`config.mk`:
```
export PLATFORM = sky130hd
export DESIGN_NAME = eeprom_host
export DESIGN_NICKNAME = d
export VERILOG_FILES = /design/src/core/eeprom_host_pkg.sv /design/src/core/eeprom_host.sv /design/src/core/sync2.sv
export SDC_FILE = /design/constraint.sdc
export NUM_CORES = 1
export LEC_CHECK = 0
export ABC_AREA = 0
export BUFFER_PORTS_ARGS = -buffer_cell sky130_fd_sc_hd__buf_2
export CAP_MARGIN = 20
export CORE_ASPECT_RATIO = 0.75
export CORE_MARGIN = 5
export CORE_UTILIZATION = 25
export CTS_CLUSTER_SIZE = 14
export DETAILED_ROUTE_END_ITERATION = 16
export HOLD_SLACK_MARGIN = 0.08
export PLACE_DENSITY = 0.44
export SLEW_MARGIN = 20
export SYNTH_ARGS = -nofsm -noshare
export SYNTH_HDL_FRONTEND = slang
export SYNTH_HIERARCHICAL = 1
export SYNTH_SLANG_ARGS = --single-unit
```
`constraint.sdc`:
```
create_clock -name mclk -period 6.05 [get_ports mclk]
set_input_delay 0.9075 -clock mclk [delete_from_list [all_inputs] [get_ports mclk]]
set_output_delay 0.9075 -clock mclk [all_outputs]
set_load 0.02 [all_outputs]
```
`src/core/eeprom_host_pkg.sv`:
```
// shared constants and carrier types for the eeprom pin controller
package eeprom_host_pkg;
  localparam int ADDR_W = 10;
  localparam int DATA_W = 8;
  localparam int CLK_MHZ = 50;
  // timing figures in their own units
  localparam int T_ADDR_SETUP_NS = 200;
  localparam int T_ACCESS_NS = 650;
  localparam int T_DATA_HOLD_NS = 200;
  localparam int T_VPP_SETUP_US = 5;
  localparam int T_PULSE_MS = 1;
  localparam int T_RECOVER_NS = 300;
  localparam int CYC_ADDR_SETUP = (T_ADDR_SETUP_NS * CLK_MHZ + 999) / 1000;
  localparam int CYC_ACCESS = (T_ACCESS_NS * CLK_MHZ + 999) / 1000;
  localparam int CYC_DATA_HOLD = (T_DATA_HOLD_NS * CLK_MHZ + 999) / 1000;
  localparam int CYC_VPP_SETUP = T_VPP_SETUP_US * CLK_MHZ;
  localparam int CYC_PULSE = T_PULSE_MS * 1000 * CLK_MHZ;
  localparam int CYC_RECOVER = (T_RECOVER_NS * CLK_MHZ + 999) / 1000;
  // two sync flops plus the read capture edge that samples their output
  localparam int CYC_SYNC = 3;
  localparam int CNT_W = 20;

  typedef enum logic [1:0] {
    CMD_READ,
    CMD_ERASE,
    CMD_PROGRAM
  } cmd_t;

  typedef struct packed {
    cmd_t              op;
    logic [ADDR_W-1:0] addr;
    logic [DATA_W-1:0] data;
  } req_t;

  typedef struct packed {
    logic chipEnable_n;
    logic outEnable_n;
    logic chipSelect;
    logic vppOn;
  } pins_t;
endpackage

```
`src/core/eeprom_host.sv`:
```
// host-side sequencer driving the eeprom control, address and data pins
`timescale 1ns/1ps
`default_nettype none

// Contract
// - write data driven and stable for the whole chip enable low time
// - software must erase before reprogramming a byte; programming only sets ones
// - erase and programs may follow while high supply stays on
// - address held stable around the chip enable falling edge
module eeprom_host
  import eeprom_host_pkg::*;
(
  // clock and reset
  input  wire logic              mclk,
  input  wire logic              arst_n,
  // request side
  input  wire logic              reqValid,
  output logic                   reqReady,
  input  wire req_t              req,
  input  wire logic              vppKeep,
  output logic                   rspValid,
  output logic      [DATA_W-1:0] rspData,
  // device pins
  output pins_t                  pins,
  output logic      [ADDR_W-1:0] byte_addr,
  input  wire logic [DATA_W-1:0] data_io_in,
  output logic      [DATA_W-1:0] data_io_out,
  output logic                   data_io_oe
);
  typedef enum logic [2:0] {
    S_IDLE,
    S_SETUP,
    S_VPP,
    S_PULSE,
    S_HOLD,
    S_RECOVER
  } state_t;

  state_t            state;
  cmd_t              op;
  logic [CNT_W-1:0]  cnt;
  logic [DATA_W-1:0] busSync;

  function automatic logic [CNT_W-1:0] cyc(input int n);
    cyc = CNT_W'(n - 1);
  endfunction

  sync2 u_sync (
    .mclk   (mclk),
    .arst_n (arst_n),
    .din    (data_io_in),
    .dout   (busSync)
  );

  assign reqReady = (state == S_IDLE);

  // ****************************************
  // sequencer
  // ****************************************
  always_ff @(posedge mclk or negedge arst_n) begin
    if (!arst_n) begin
      state <= S_IDLE;
      op    <= CMD_READ;
      cnt   <= '0;
    end else begin
      unique case (state)
        S_IDLE: begin
          if (reqValid) begin
            op    <= req.op;
            state <= S_SETUP;
            cnt   <= cyc(CYC_ADDR_SETUP);
          end
        end
        S_SETUP: begin
          if (cnt != '0) begin
            cnt <= cnt - 1'b1;
          end else if (op != CMD_READ && !pins.vppOn) begin
            state <= S_VPP;
            cnt   <= cyc(CYC_VPP_SETUP);
          end else begin
            state <= S_PULSE;
            // read strobe stretched so synced data is taken before chip enable rises
            cnt   <= (op == CMD_READ) ? cyc(CYC_ACCESS + CYC_SYNC) : cyc(CYC_PULSE);
          end
        end
        S_VPP: begin
          if (cnt != '0) begin
            cnt <= cnt - 1'b1;
          end else begin
            state <= S_PULSE;
            cnt   <= cyc(CYC_PULSE);
          end
        end
        S_PULSE: begin
          if (cnt != '0) begin
            cnt <= cnt - 1'b1;
          end else begin
            state <= S_HOLD;
            cnt   <= cyc(CYC_DATA_HOLD);
          end
        end
        S_HOLD: begin
          if (cnt != '0) begin
            cnt <= cnt - 1'b1;
          end else begin
            state <= S_RECOVER;
            cnt   <= cyc(CYC_RECOVER);
          end
        end
        S_RECOVER: begin
          if (cnt != '0) begin
            cnt <= cnt - 1'b1;
          end else begin
            state <= S_IDLE;
          end
        end
      endcase
    end
  end

  // ****************************************
  // address and write data
  // ****************************************
  always_ff @(posedge mclk or negedge arst_n) begin
    if (!arst_n) begin
      byte_addr   <= '0;
      data_io_out <= '0;
    end else if (state == S_IDLE && reqValid) begin
      byte_addr   <= req.addr;
      data_io_out <= req.data;
    end
  end

  // ****************************************
  // pin levels
  // ****************************************
  always_ff @(posedge mclk or negedge arst_n) begin
    if (!arst_n) begin
      pins       <= '{chipEnable_n: 1'b1, outEnable_n: 1'b1, chipSelect: 1'b0, vppOn: 1'b0};
      data_io_oe <= 1'b0;
    end else begin
      // select only during an access, floats the device otherwise
      pins.chipSelect <= (state != S_IDLE) || reqValid;
      // program strobe on chip enable; read also falls chip enable
      pins.chipEnable_n <= !(state == S_PULSE && op != CMD_ERASE);
      // erase strobe on output enable; read data phase; never with CE under vpp
      pins.outEnable_n <= !(state == S_PULSE && op != CMD_PROGRAM);
      // bus driven from setup through hold only for programs
      data_io_oe <= (op == CMD_PROGRAM) && (state == S_SETUP || state == S_VPP
                    || state == S_PULSE || state == S_HOLD);
      // supply stays raised between ops when asked, else dropped in idle; a read request in idle always drops it
      if (state == S_VPP) begin
        pins.vppOn <= 1'b1;
      end else if (state == S_IDLE && !(vppKeep && reqValid && req.op != CMD_READ)
                   && !vppKeep) begin
        pins.vppOn <= 1'b0;
      end else if (state == S_IDLE && reqValid && req.op == CMD_READ) begin
        pins.vppOn <= 1'b0;
      end
    end
  end

  // ****************************************
  // read capture
  // ****************************************
  always_ff @(posedge mclk or negedge arst_n) begin
    if (!arst_n) begin
      rspValid <= 1'b0;
      rspData  <= '0;
    end else begin
      rspValid <= 1'b0;
      // latch only lasts while chip enable is low; float time is not guaranteed
      if (state == S_PULSE && cnt == '0 && op == CMD_READ) begin
        rspData  <= busSync;
        rspValid <= 1'b1;
      end
    end
  end

  // ****************************************
  // checks
  // ****************************************
  chk_no_both_low: assert property (@(posedge mclk) disable iff (!arst_n)
    pins.vppOn |-> (pins.chipEnable_n || pins.outEnable_n))
    else $error("both enables low under high supply");
  chk_bus_float_read: assert property (@(posedge mclk) disable iff (!arst_n)
    !pins.outEnable_n |-> !data_io_oe)
    else $error("bus driven while device may drive");
  chk_data_stable: assert property (@(posedge mclk) disable iff (!arst_n)
    (!pins.chipEnable_n && data_io_oe) |-> $stable(data_io_out))
    else $error("write data changed during strobe");
  chk_addr_stable: assert property (@(posedge mclk) disable iff (!arst_n)
    $fell(pins.chipEnable_n) |-> $stable(byte_addr) && $past(pins.chipSelect))
    else $error("address moved at chip enable fall");
  chk_prog_oe_high: assert property (@(posedge mclk) disable iff (!arst_n)
    (!pins.chipEnable_n && pins.vppOn) |-> (pins.outEnable_n && data_io_oe))
    else $error("program strobe without data or with oe low");
  chk_erase_ce_high: assert property (@(posedge mclk) disable iff (!arst_n)
    (!pins.outEnable_n && pins.vppOn) |-> (pins.chipEnable_n && !data_io_oe))
    else $error("erase strobe with ce low or bus driven");
  chk_read_nominal: assert property (@(posedge mclk) disable iff (!arst_n)
    (!pins.outEnable_n && !pins.chipEnable_n) |-> (!pins.vppOn && pins.chipSelect))
    else $error("read phase not at nominal supply");
  chk_sel_idle: assert property (@(posedge mclk) disable iff (!arst_n)
    (state == S_IDLE && !reqValid) |=> !pins.chipSelect)
    else $error("device left selected when idle");
  chk_rsp_timing: assert property (@(posedge mclk) disable iff (!arst_n)
    rspValid |-> $past(state == S_PULSE) && op == CMD_READ)
    else $error("read response at wrong time");

  cov_read: cover property (@(posedge mclk) disable iff (!arst_n) rspValid);
  cov_erase: cover property (@(posedge mclk) disable iff (!arst_n)
    $fell(pins.outEnable_n) && pins.vppOn);
  cov_program: cover property (@(posedge mclk) disable iff (!arst_n)
    $fell(pins.chipEnable_n) && pins.vppOn);
endmodule
`default_nettype wire

```
`src/core/sync2.sv`:
```
// two-flop synchroniser for the data bus input
`timescale 1ns/1ps
`default_nettype none
module sync2
  import eeprom_host_pkg::*;
(
  // clock and reset
  input  wire logic              mclk,
  input  wire logic              arst_n,
  // bus
  input  wire logic [DATA_W-1:0] din,
  output logic      [DATA_W-1:0] dout
);
  logic [DATA_W-1:0] stage;

  always_ff @(posedge mclk or negedge arst_n) begin
    if (!arst_n) begin
      stage <= '0;
      dout  <= '0;
    end else begin
      stage <= din;
      dout  <= stage;
    end
  end
endmodule
`default_nettype wire

```
==> qor.csv <==
stage;metric;value;unit
power_and_ir_drop;ir_drop;0.136;mV
drt;routed_wl;8590;µm
cts;cts.clk_slew.worst_paths;0.06;ns
cells_and_area;drive_above_1_share;0.311;
critical_path;cp.arrival;3.23;ns
cells_and_area;fillers;1370;
synthesis;synthDistinctLibCells;54;
placement;pre_cts_ws;3.00;ns
placement;gp_congestion;0.846;
synthesis;syn_area;0.00339;mm²
cts;clk_latency;0.33;ns
cells_and_area;area_delta_synth_final;24.6;%
drt;wire_per_inst;15.4;µm
timing;period_share;0.502;
cts;cts_made_buffers;9;
cts;cts_buffer_depth;2;
synthesis;synth-async-reset-ratio;1.00;
critical_path;startpoint_type;flop;
drt;vias;2653;
synthesis;syn_area_per_cell;10.6;µm²
critical_path;cpMostUsedCell;nor2_1;
cts;root_buffer;clkbuf_16;
cts;cts_tree;done;
critical_path;cp_slowest_cell;nor2_1;
critical_path;critPathMaxFanout;11;
timing;hold_slack;0.348;ns
drt;drt-initial-drc-count;200;
cts;cts.sinks;73;
power_and_ir_drop;p_leak;0.00193;µW
power_and_ir_drop;cellPowerDensity;267;mW/mm²
global_route;grt_pass1_wl;14200;µm
synthesis;synth.yosys.seq_area_share;0.539;
synthesis;synth_edf_count;0;
placement;dp_hpwl;6310;µm
critical_path;path_buf_inv;1;
global_route;grt_max_degree;74;
cts;htreeDepth;3;
drt;drcViolationCount;0;
timing;fin_crit;3.04;ns
floorplan;core;0.0132;mm²
synthesis;ys.warnings.count;6;
timing;hold_violations;0;
global_route;overflow;0;
floorplan;die_width;145;µm
cts;cts_resized;0;
global_route;grt_pass1_vias;2626;
synthesis;synth.area.top_cells;dfrtp_1, mux2_2, nor2_1;
critical_path;cp-end-kind;flop;
synthesis;synth_top_cell_area_share;0.524;
cts;cts_setup_buffers;0;
timing;fmax;0.329;GHz
floorplan;boundaryPins;65;
floorplan;die_area;0.0160;mm²
synthesis;synth_ff_type;dfrtp_1;
critical_path;cp.required;6.24;ns
synthesis;synth-seq-cells;73;
synthesis;yosysTopAreaCell;dfrtp_1;
floorplan;die_h;111;µm
critical_path;worstPathCellList;inv_1 -> ha_1 -> nor3b_2 -> nand3b_1 -> nor2_1 -> a22oi_1 -> o211ai_1 -> nor2_1;
cells_and_area;fin_nets;414;
timing;setup_viol;0;
critical_path;worst_path_largest_cell_delay;0.65;ns
timing;worst_slew_margin_rel;0.327;
drt;detail-route-antenna-nets;0;
flow_run;drv_cap;0;
outcome;outcome;finished clean;
min_path;hold_path.class;reg2reg;
floorplan;start_util;0.258;
timing;worstMarginPinSlew;1.01;ns
global_route;grt_use_total;0.111;
placement;io_buffers;64;
critical_path;crit_type;reg2reg;
timing;timing.setup.tns;0;ns
critical_path;crit_family;simple AND/OR/NAND/NOR gates;
cells_and_area;diodes;0;
timing;fin_ws;3.01;ns
global_route;antenna_found_initial;0;
timing;final.setup_skew;0.00834;ns
timing;drv_slew;0;
drt;vias_per_cell;4.76;
cts;cts-hold-fix-buffers;0;
synthesis;synthesis.nets;352;
drt;first_pass_iters;4;
floorplan;rows;36;
synthesis;syn_inst;319;
timing;rsz0062_at_grt;no;
power breakdown:
group | switching, µW | internal [µW] | leakage (µW)
combinational | 28.4 | 19.3 | 0.000878
clock | 210 | 366 | 0.000162
sequential | 5.19 | 501 | 0.000890
total | 244 | 886 | 0.00193
final timing paths:
kind | depth (start not counted) | slack [ns] | from | endpoint
worst max-delay path | 8 | 3.01 | cnt[0] | cnt[11]
worst min-delay path | 0 | 0.35 | u_sync/stage[2] | u_sync/dout[2]
worst max register to register | 8 | 3.01 | cnt[0] | cnt[11]
worst min register to register | 0 | 0.35 | u_sync/stage[2] | u_sync/dout[2]
max in group asynchronous | 2 | 4.99 | arst_n | pins[2]
min in group asynchronous | 1 | 0.45 | arst_n | cnt[4]
sequential cells by signal (all words and copies together) (netlist names):
signal	cells
rspData	8
op	2
data_io_out	8
byte_addr	10
state	3
u_sync/stage	8
cnt	20
data_io_oe	1
rspValid	1
u_sync/dout	8
pins	4
metrics by stage:
stage                     utilization  instance area (µm²)  total power, µW  cells
after floorplan                     -                 3390              531    319
after global placement          0.294                 3870              561    540
after detailed placement        0.294                 3870              562    540
after CTS                       0.319                 4200             1150    556
after global routing            0.321                 4230             1180    557
final                           0.321                 4230             1130    557
layout make-up:
class	instances	area [µm²]	share of cell area
Multi-Input combinational cell	222	1460	0.346
Clock buffer	9	225	0.0533
Timing Repair Buffer	66	358	0.0847
Tap cell	171	214	0.0506
Sequential cell	73	1830	0.433
Clock inverter	7	103	0.0243
Inverter	9	33.8	0.00799
kinds of logic (layout without fill, tap and decap cells):
logic type,Yosys count,count (layout),synth area share
compound gates,70,70,0.131
flops,73,73,0.539
fa+ha+maj,1,1,0.00369
buf+inv,24,91,0.0299
xor+xnor,9,9,0.0232
mux,30,30,0.0989
simple gates,112,112,0.174
cell usage after synthesis (2+ instances only):
master    count
a21oi_1      14
a22oi_1       2
a31oi_1       6
buf_2         3
buf_4         2
clkbuf_1      9
dfrtp_1      71
dfstp_2       2
inv_1         9
mux2_2       28
mux2i_1       2
nand2_1      26
nand2b_1      4
nand3_1       4
nand3b_1      2
nand4_1       2
nor2_1       34
nor2b_1       3
nor3_1       15
nor4_1        6
nor4_4        2
o211a_1       2
o211ai_1      2
o21ai_0      25
o31ai_1       4
o41ai_1       2
or3_1         3
or4_1         2
xnor2_1       6
xor2_1        3
metal layers:
layer  part of all wire  GRT usage
met5                  0          0
met4             0.0083     0.0317
met3              0.055     0.0285
met2               0.42      0.149
met1               0.52      0.173
cells in the final DEF, fill, tap and decap left out, drive strengths merged, types with 9 or more instances in the layout:
cell type	count
dfrtp	71
buf	66
nor2	34
mux2	28
nand2	27
o21ai	25
nor3	15
a21oi	14
inv	11
clkbuf	9
Power figures use the tool's default switching activity.
